===== config.mk =====
export PLATFORM = sky130hd
export DESIGN_NAME = imh_mask_high
export DESIGN_NICKNAME = d
export VERILOG_FILES = /design/src/inc/imh_pkg.sv /design/src/rtl/imh_mask_high.sv
export SDC_FILE = /design/constraint.sdc
export NUM_CORES = 1
export LEC_CHECK = 0
export BUFFER_PORTS_ARGS = -buffer_cell sky130_fd_sc_hd__buf_2
export CORE_ASPECT_RATIO = 0.7
export CORE_MARGIN = 5
export CORE_UTILIZATION = 30
export CTS_CLUSTER_DIAMETER = 120
export DETAILED_ROUTE_END_ITERATION = 10
export GPL_TIMING_DRIVEN = 0
export PLACE_DENSITY = 0.52
export SLEW_MARGIN = 20
export SYNTH_ARGS = -nofsm -noshare
export SYNTH_HDL_FRONTEND = slang
export SYNTH_SLANG_ARGS = --single-unit

===== constraint.sdc =====
create_clock -name clk_sys -period 2.4 [get_ports clk_sys]
set_input_delay 0 -clock clk_sys [delete_from_list [all_inputs] [get_ports clk_sys]]
set_output_delay 0 -clock clk_sys [all_outputs]
set_load 0.05 [all_outputs]

===== src/inc/imh_pkg.sv =====
// constants for the high interrupt mask byte of the interrupt unit
// assumes a byte register port from the core and one core clock
// Operation
// - each mask bit enables its source when one and masks it when zero.
// - the global on and off instructions enable or disable all maskable servicing at once.
// - the mask register is read and written as one byte by the core.
// - push-all saves the mask byte to the stack and pop-all restores it.
// - the mask register sits at address 13h and resets to zero.
// - a taken source vectors to its fixed location, nonmaskable highest, stepping down by two.
package imh_pkg;
	localparam logic [15:0] IMH_ADDR_MASK = 16'h0013;
	localparam logic [15:0] IMH_ADDR_STATUS = 16'h0014;
	localparam logic [15:0] IMH_ADDR_CLEAR = 16'h0015;
	localparam logic [15:0] IMH_ADDR_ENABLE = 16'h0016;
	localparam logic [7:0] IMH_MASK_RESET = 8'h00;
	localparam logic [15:0] IMH_VECTOR_TOP = 16'h203e;
	localparam logic [15:0] IMH_VECTOR_STEP = 16'h0002;
	localparam int IMH_NMI_BIT = 7;
endpackage


===== src/rtl/imh_mask_high.sv =====
// high interrupt mask byte with global enable, stack save/restore and vector select
// assumes the core pulses one instruction strobe at a time and ignores reads of write-only regs
//
// Implementation choice: the address-and-strobe port.
`timescale 1ns/100ps
module imh_mask_high
	import imh_pkg::*;
#(
	parameter int NUM_SRC = 8
) (
	// clock and reset
	input wire logic clk_sys,
	input wire logic rst_b,
	// register port
	input wire logic [15:0] reg_addr,
	input wire logic [7:0] reg_wdata,
	input wire logic reg_write,
	input wire logic reg_read,
	output logic [7:0] reg_rdata,
	// instruction strobes from the core
	input wire logic global_irq_on_instruction,
	input wire logic global_irq_off_instruction,
	input wire logic push_all_instruction,
	input wire logic pop_all_instruction,
	input wire logic [7:0] pop_data,
	output logic [7:0] push_data,
	// sources and request to the core
	input wire logic [NUM_SRC-1:0] irq_pending,
	input wire logic vector_take,
	output logic irq_request,
	output logic [15:0] vector_addr,
	output logic irq_line
);
	logic [7:0] interrupt_mask_high;
	logic global_enable;
	logic [7:0] status;
	logic [7:0] enable;
	logic [7:0] gated;
	logic [2:0] winner;
	logic [2:0] winner_q;

	// pop-all loads after a same-cycle write would be odd; pop wins as the later stack effect
	always_ff @(posedge clk_sys or negedge rst_b) begin
		if (!rst_b) begin
			interrupt_mask_high <= IMH_MASK_RESET;
		end else if (pop_all_instruction) begin
			interrupt_mask_high <= pop_data;
		end else if (reg_write && reg_addr == IMH_ADDR_MASK) begin
			interrupt_mask_high <= reg_wdata;
		end
	end

	always_ff @(posedge clk_sys or negedge rst_b) begin
		if (!rst_b) begin
			global_enable <= 1'b0;
		end else if (global_irq_off_instruction) begin
			global_enable <= 1'b0;
		end else if (global_irq_on_instruction) begin
			global_enable <= 1'b1;
		end
	end

	always_ff @(posedge clk_sys or negedge rst_b) begin
		if (!rst_b) begin
			push_data <= 8'h00;
		end else if (push_all_instruction) begin
			push_data <= interrupt_mask_high;
		end
	end

	// nonmaskable bit ignores the global enable
	always_comb begin
		gated = irq_pending & interrupt_mask_high;
		if (!global_enable) begin
			gated = gated & (8'h01 << IMH_NMI_BIT);
		end
	end

	always_comb begin
		winner = 3'd0;
		for (int i = 0; i < NUM_SRC; i++) begin
			if (gated[i]) begin
				winner = 3'(i);
			end
		end
	end

	always_ff @(posedge clk_sys or negedge rst_b) begin
		if (!rst_b) begin
			irq_request <= 1'b0;
			vector_addr <= 16'h0000;
			winner_q <= 3'd0;
		end else begin
			// the core acts on this registered pair, so the named source travels with it
			irq_request <= |gated;
			vector_addr <= IMH_VECTOR_TOP - IMH_VECTOR_STEP * 16'(7 - winner);
			winner_q <= winner;
		end
	end

	// sticky event flags: a new take beats a clear in the same cycle
	always_ff @(posedge clk_sys or negedge rst_b) begin
		if (!rst_b) begin
			status <= 8'h00;
		end else begin
			status <= (status & ~((reg_write && reg_addr == IMH_ADDR_CLEAR) ? reg_wdata : 8'h00))
				| ((vector_take && irq_request) ? (8'h01 << winner_q) : 8'h00);
		end
	end

	always_ff @(posedge clk_sys or negedge rst_b) begin
		if (!rst_b) begin
			enable <= 8'h00;
		end else if (reg_write && reg_addr == IMH_ADDR_ENABLE) begin
			enable <= reg_wdata;
		end
	end

	// level output: stays high until software clears the flag or drops its enable
	assign irq_line = |(status & enable);

	always_ff @(posedge clk_sys or negedge rst_b) begin
		if (!rst_b) begin
			reg_rdata <= 8'h00;
		end else if (reg_read) begin
			unique case (reg_addr)
				IMH_ADDR_MASK: reg_rdata <= interrupt_mask_high;
				IMH_ADDR_STATUS: reg_rdata <= status;
				IMH_ADDR_ENABLE: reg_rdata <= enable;
				default: reg_rdata <= 8'h00;
			endcase
		end else begin
			reg_rdata <= 8'h00;
		end
	end
endmodule // imh_mask_high


==> impl_results.md, run 1 <==
* Synth Cell Area at 0.00233 mm2
* Wirelength, routed at between 6000 and 7000 um
* Reg2Reg Depth at 4
* Largest net degree at the start of global routing at 47
* FF-to-FF Start: interrupt_mask_high[2]
* CP delay by family, top: compound AO/OA/AOI/OAI gates
* CTS clock-pin slew for the worst setup and hold paths at approximately 0.090 ns
* RSZ-0062 raised after global routing: false
* Run status: complete, no violations
* Seq/Total Area, Yosys at 49.3%
* Post-synthesis average cell area at 10.7 um2
* Post-layout min period at 1.36 ns
* Clock Sinks at 46
* HP Start: reg_wdata[0]
* Post-CTS Setup Repair Bufs at 0
* Placed insts at 396
* Area grow syn2layout at 35.1%
* DR vias at roughly 2,000
* Final setup violation count at 0
* Synth Flop Type: dfrtp_1
* Net count, final at between 300 and 400
* CTS root buf: clkbuf_8
* Hold endpoint: enable[0]
* Port bufs at 71
* Rel. slew slack at 61.2%
* HP Class: input port to flip-flop
* WHS Path Cells at 2
* Slew @ Worst Pin at 0.583 ns
* Die W at 115 um
* Initial Utilization at between 30% and 40%
* Remaining Overflow, GRT at 0
* Post-DP HPWL at around 5200 um
* Ys async rst share at 100%
* Fin. Hold Viols at 0
* Syn. warnings at 0
* Synth cell types at 34
* Share of layout cells above drive strength 1 at between 30% and 40%
* Register area at 0.00115 mm2
* Setup TNS at 0 ns
* Antenna diode count at 0
* Peak supply drop at 281 uV
* Req. time, crit path at 2.60 ns
* Pwr Total at 1.93 mW
* Critical path's slowest cell: dfrtp_1
* Startpoint Class: flip-flop
* Die extent in y at 83.8 um
* Avg Vias per Cell at a little under 5
* Die footprint at approximately 0.0097 mm2
* Total Routing Usage GR at ~15%
* Critical path class: flip-flop to flip-flop
* Final Non-Filler Cells at between 400 and 500
* Leakage at 1.46 nW
* Number of global-route vias before repair at 2,061
* PD cells at 613 mW/mm2
* CP peak stage delay at 0.47 ns
* Core area at 0.00745 mm2
* Multi-input logic area at between 0.001 and 0.0015 mm2
* Crit path DAT at approximately 1.6 ns
* Residual DRC count at 0
* Final Cycle Share at a little under three fifths
* Worst Skew at 0.00803 ns
* Num ports at between 80 and 90
* Drt wl/cell at 16.4 um
* Cell mode on critical path: a32o_1
* Initial antenna violation count at 0
* CP Buf/Inv Count at 0
* Crit end category: flip-flop
* R2R Setup Slk at 1.04 ns
* Critical Path Fanout Max at 5
* Reg2reg end: winner_q[0]
* First-pass iteration count of the detailed router at 4
* CTS tree: yes
* Routability cong. at 0.776
* Syn Inst Count at 218
* Post-DRT Antenna Nets at 0
* Synth Register Bits at between 40 and 50
* CTS Buffer Depth at 2
* Crit-path cells: nand2_1 -> a32o_1 -> a22o_1 -> a32o_1
* # fillers at 738
* Number of synthesized flops with an enable pin at 0
* Max Cap Viol at 0
* First-pass GRT wire length at 11,000 um
* Max-slew violation count at 0
* Clock Latency Late Sink at 0.30 ns
* Number of placement rows at 26
* Max H-tree Level at 2
* Initial DRC count at 73
* Max Fclk at 0.733 GHz
* CTS buffer count at 5
==> Yosys cell counts, types with 5 or more instances <==
cell / number / area, um2
a21oi_1: 11 / 55.1
a22o_1: 7 / 61.3
a22oi_1: 6 / 45.0
a31oi_1: 8 / 50.1
and3_1: 9 / 56.3
buf_4: 12 / 90.1
dfrtp_1: 46 / 1150
mux2_2: 16 / 180
mux2i_1: 5 / 50.1
nand2_1: 18 / 67.6
nor2b_1: 10 / 62.6
o21ai_0: 23 / 115
o2bb2ai_1: 5 / 43.8
==> per-stage QoR <==
step	worst slack, ns	hold WS, ns	utilization, %	cell area [um2]
after floorplan	1.20	-0.296	-	2370
after detailed placement	0.960	0.156	38.2	2850
final	1.04	0.0302	42.3	3150
after global placement	0.959	0.153	38.2	2850
after CTS	1.01	0.00769	42.3	3150
after global routing	0.969	0.00435	42.3	3150
==> cell type report <==
class	instances	area share, %
sequential	46	36.5
tap	98	3.89
timing repair buffer	91	17.7
clock buffer	7	3.05
clock inverter	1	0.278
multi-input combinational	160	34.2
buffer	21	4.40
==> cell usage in the layout, fill, tap and decap left out, drive strengths merged <==
cell          n
a32o          2
clkbuf       12
mux2i         5
nor4          2
nand4         4
a22o          7
a21oi        11
o2bb2ai       5
nor4b         3
a22oi         6
and4          2
buf          87
o21ai        23
nor3          1
nor2          4
o31ai         2
conb         11
nor2b        10
nand3         3
dfrtp        46
nand3b        4
mux2         16
nand2b        3
clkinv        1
dlygate4sd3  20
and3          9
a31oi         8
nand2        18
a21o          1
==> kinds of logic after synthesis <==
logic type	after synthesis	synth area share, %
AOI/OAI and AO/OA	65	17.7
and+or+nand+nor	63	16.9
muxes	21	9.86
other	2	0.322
DFF	46	49.3
buffers and inverters	21	5.95
==> repair_timing <==
item                                    CTS  global route
hold endpoints to repair                 66             0
resized for setup                         0             0
endpoints found under the setup margin    0             0
hold buffers                             20             0
==> report_power, final <==
part	internal [mW]	switching (mW)	leakage (nW)
Combinational	0.166	0.287	0.849
Sequential	0.858	0.0853	0.554
Clock	0.264	0.274	0.0544
Total	1.29	0.646	1.46
==> worst register-to-register path, stage by stage (launching register included) <==
cell and delay (ns):
dfrtp_1 0.47, nand2_1 0.08, a32o_1 0.26, a22o_1 0.21, a32o_1 0.26
==> metal layers <==
metal  routed length [um]  vias up  GRT usage [%]
li1                     -      997              -
met1                 3510      995           21.6
met2                 3090       50           21.7
met3                  295        7           3.19
met4                   60        0           3.20
met5                    0        -              0
==> sequential cells by signal (all words and copies together), names as in the netlist <==
register             flops
status                   8
interrupt_mask_high      8
global_enable            1
reg_rdata                8
irq_request              1
winner_q                 2
vector_addr              2
push_data                8
enable                   8
==> worst max path at each step <==
stage                     depth (start not counted)  slack [ns]                endpoint                    from
after floorplan                                   4        1.20             winner_q[0]  interrupt_mask_high[2]
after global placement                            5        0.96               enable[5]            reg_addr[14]
after detailed placement                          6        0.96  interrupt_mask_high[3]             reg_addr[0]
after CTS                                         4        1.01             winner_q[0]  interrupt_mask_high[2]
after global routing                              4        0.97             winner_q[0]  interrupt_mask_high[2]
final                                             4        1.04             winner_q[0]  interrupt_mask_high[2]
(Power assumes the default switching activity.)
==> inputs of run 2 (changes only) <==
PLACE_DENSITY = 0.54   (was 0.52)
clock period = 1.2 ns   (was 2.4 ns; I/O delays follow)
==> run 2 against run 1 <==
  * The run now ends with setup timing left
  * Clock skew increased by 0.0012 ns
  * Largest cell class unchanged
  * Clock power increased by 110%
  * Sequential share of layout area decreased by 1.0 points
  * Setup slack got worse by 1.1 ns
  * Critical path type is now flip-flop to output port
  * Routed wire length increased by 2.6%
  * Highest routed layer unchanged
  * First-iteration DRC count decreased by 4.1%
==> impl_results.md, run 2 (synthesis gave the netlist of run 1 again) <==
* CTS Buffer Depth at 2 (unchanged)
* Worst Skew at 0.00925 ns (+0.00122 ns)
* Die W at 115 um (unchanged)
* R2R Setup Slk at -0.02 ns (-1.06 ns)
* Peak supply drop at 623 uV (+120%)
* Number of global-route vias before repair at 2,169 (+5.2%)
* Critical path class: flip-flop to output port
* Clock Sinks at 46 (unchanged)
* Post-layout min period at 1.23 ns
* CTS clock-pin slew for the worst setup and hold paths at 0.09 ns (about the same)
* Remaining Overflow, GRT at 0 (unchanged)
* CTS tree: yes
* Initial DRC count at 70 (-4.1%)
* Final Non-Filler Cells at 433 (+2.1%)
* Max-slew violation count at 0 (unchanged)
* Clock Latency Late Sink at 0.30 ns (about the same)
* CTS root buf: clkbuf_8
* Setup TNS at -0.0453 ns (-0.0453 ns)
* Slew @ Worst Pin at 0.591 ns (+0.00858 ns)
* Crit path DAT at 1.23 ns (-0.33 ns)
* Final core occ at 43.7% (+1.4 points)
* Residual DRC count at 0 (unchanged)
* Leakage at 1.51 nW (+3.7%)
* Port bufs at 71 (unchanged)
* Area grow syn2layout at 39.5%
* Die footprint at 0.00968 mm2 (unchanged)
* Placed insts at 396 (unchanged)
* RSZ-0062 raised after global routing: true
* GR Util met3 at 3.77% (+0.58 points)
* First-pass iteration count of the detailed router at 4 (unchanged)
* Number of placement rows at 26 (unchanged)
* Initial antenna violation count at 0 (unchanged)
* Met2 Resource Use GR at 23.1% (+1.4 points)
* GR Util met1 at 21.8% (+0.17 points)
* Num ports at 83 (unchanged)
* Rel. slew slack at 60.6% (-0.57 points)
* Hold Slack at 0.0124 ns (-0.0178 ns)
* WHS Path Cells at 2 (unchanged)
* Largest net degree at the start of global routing at 47 (unchanged)
* Startpoint Class: flip-flop
* PD cells at 1240 mW/mm2 (+100%)
* Initial Utilization at 31.3% (unchanged)
* Run status: finished with violations
* DR vias at 2,054 (+0.24%)
* Commonest non-fill, non-tap cell in the layout: buf_2
* Routability cong. at 0.768 (-1.1%)
* Critical Path Fanout Max at 2 (-3)
* Fin. Hold Viols at 0 (unchanged)
* Max H-tree Level at 2 (unchanged)
* Leading cell types in the layout, fill and taps excluded: buf_2, dfrtp_1, buf_4
* Drt wl/cell at 16.5 um (+0.44%)
* Req. time, crit path at 1.20 ns (-1.40 ns)
* Core area at 0.00745 mm2 (unchanged)
* Wirelength, routed at 7140 um (+2.6%)
* HP Class: input port to flip-flop
* Busiest grt layer: met2
* Reg2Reg Depth at 3 (-1)
* Final Cycle Share at 103%
* HP Start: reg_wdata[0]
* Post-DRT Antenna Nets at 0 (unchanged)
* Max Cap Viol at 0 (unchanged)
* Post-Place Worst Slack at -0.232 ns (-1.19 ns)
* Failing checks: setup timing
* Avg Vias per Cell at 4.74 (-1.8%)
* Share of layout cells above drive strength 1 at 41.2% (+5.3 points)
* Total Routing Usage GR at 15.0% (+0.43 points)
* FF-to-FF Start: interrupt_mask_high[1]
* CTS buffer count at 5 (unchanged)
* Reg2reg end: winner_q[0]
* Die extent in y at 83.8 um (unchanged)
* Net count, final at 383 (+2.4%)
* Hold endpoint: enable[0]
* Antenna diode count at 0 (unchanged)
* Max Fclk at between 0.8 and 0.9 GHz
* First-pass GRT wire length at 11,400 um (+4.0%)
* Final WS setup at -0.0303 ns (-1.07 ns)
* Final setup violation count at 2 (+2)
* Crit end category: output port
* Post-DP HPWL at 5240 um (+1.5%)
-- run 2: changes by cell type in the layout (fill, tap and decap cells not counted), sizes merged --
cell         previous run  this run
buf                    87       100
dlygate4sd3            20        16
bufinv                  0         1
clkinv                  1         0
-- run 2: metrics by stage --
stage	total power, mW	area (um2)
after global placement	2.75	2850
after floorplan	2.43	2370
final	4.06	3260
after global routing	4.25	3260
after detailed placement	2.77	2850
after CTS	4.07	3220
-- run 2: worst max-delay path, cell delays in order, from the launching register on --
cell and delay, ns:
dfrtp_1 0.42, a22oi_1 0.18, nand4_1 0.15, buf_6 0.18
-- run 2: what timing repair did --
| item | 4_1_cts | 5_1_grt |
|---|---|---|
| hold endpoints to repair | 61 | 46 |
| cloned | 0 | 0 |
| resized for setup | 9 | 5 |
| setup buffers | 12 | 1 |
| setup endpoints to repair | 3 | 14 |
| hold buffers | 15 | 1 |
| pin swaps | 9 | 3 |
-- run 2: worst max path at each step --
stage	from	slack (ns)	cells after the start	endpoint
final	status[1]	-0.03	3	irq_line
after global routing	status[4]	-0.12	3	irq_line
after CTS	status[0]	-0.05	3	irq_line
after detailed placement	reg_addr[7]	-0.23	5	enable[3]
after global placement	reg_addr[14]	-0.23	5	enable[3]
after floorplan	interrupt_mask_high[2]	0.002	4	winner_q[0]
-- run 2: area by class of cell --
cell class,instances,area [um2]
Multi-Input combinational cell,160,1110
Fill cell,758,4190
Tap cell,98,123
Clock buffer,7,76.3
Timing Repair Buffer,100,622
Clock inverter,1,30.0
Sequential cell,46,1150
Buffer,21,140
-- run 2: per-layer routing --
layer	share of wire, %	wire, um	up-vias
met5	0	0	-
li1	-	-	1015
met4	0.38	27	0
met1	49	3510	988
met3	5.4	385	4
met2	45	3210	47
-- run 2: power by group --
| group | internal [mW] | switching (mW) | leakage (nW) | total, mW |
|---|---|---|---|---|
| combinational | 0.399 | 0.619 | 0.907 | 1.02 |
| clock | 0.624 | 0.520 | 0.0524 | 1.14 |
| sequential | 1.72 | 0.175 | 0.551 | 1.89 |
| total | 2.74 | 1.31 | 1.51 | 4.06 |
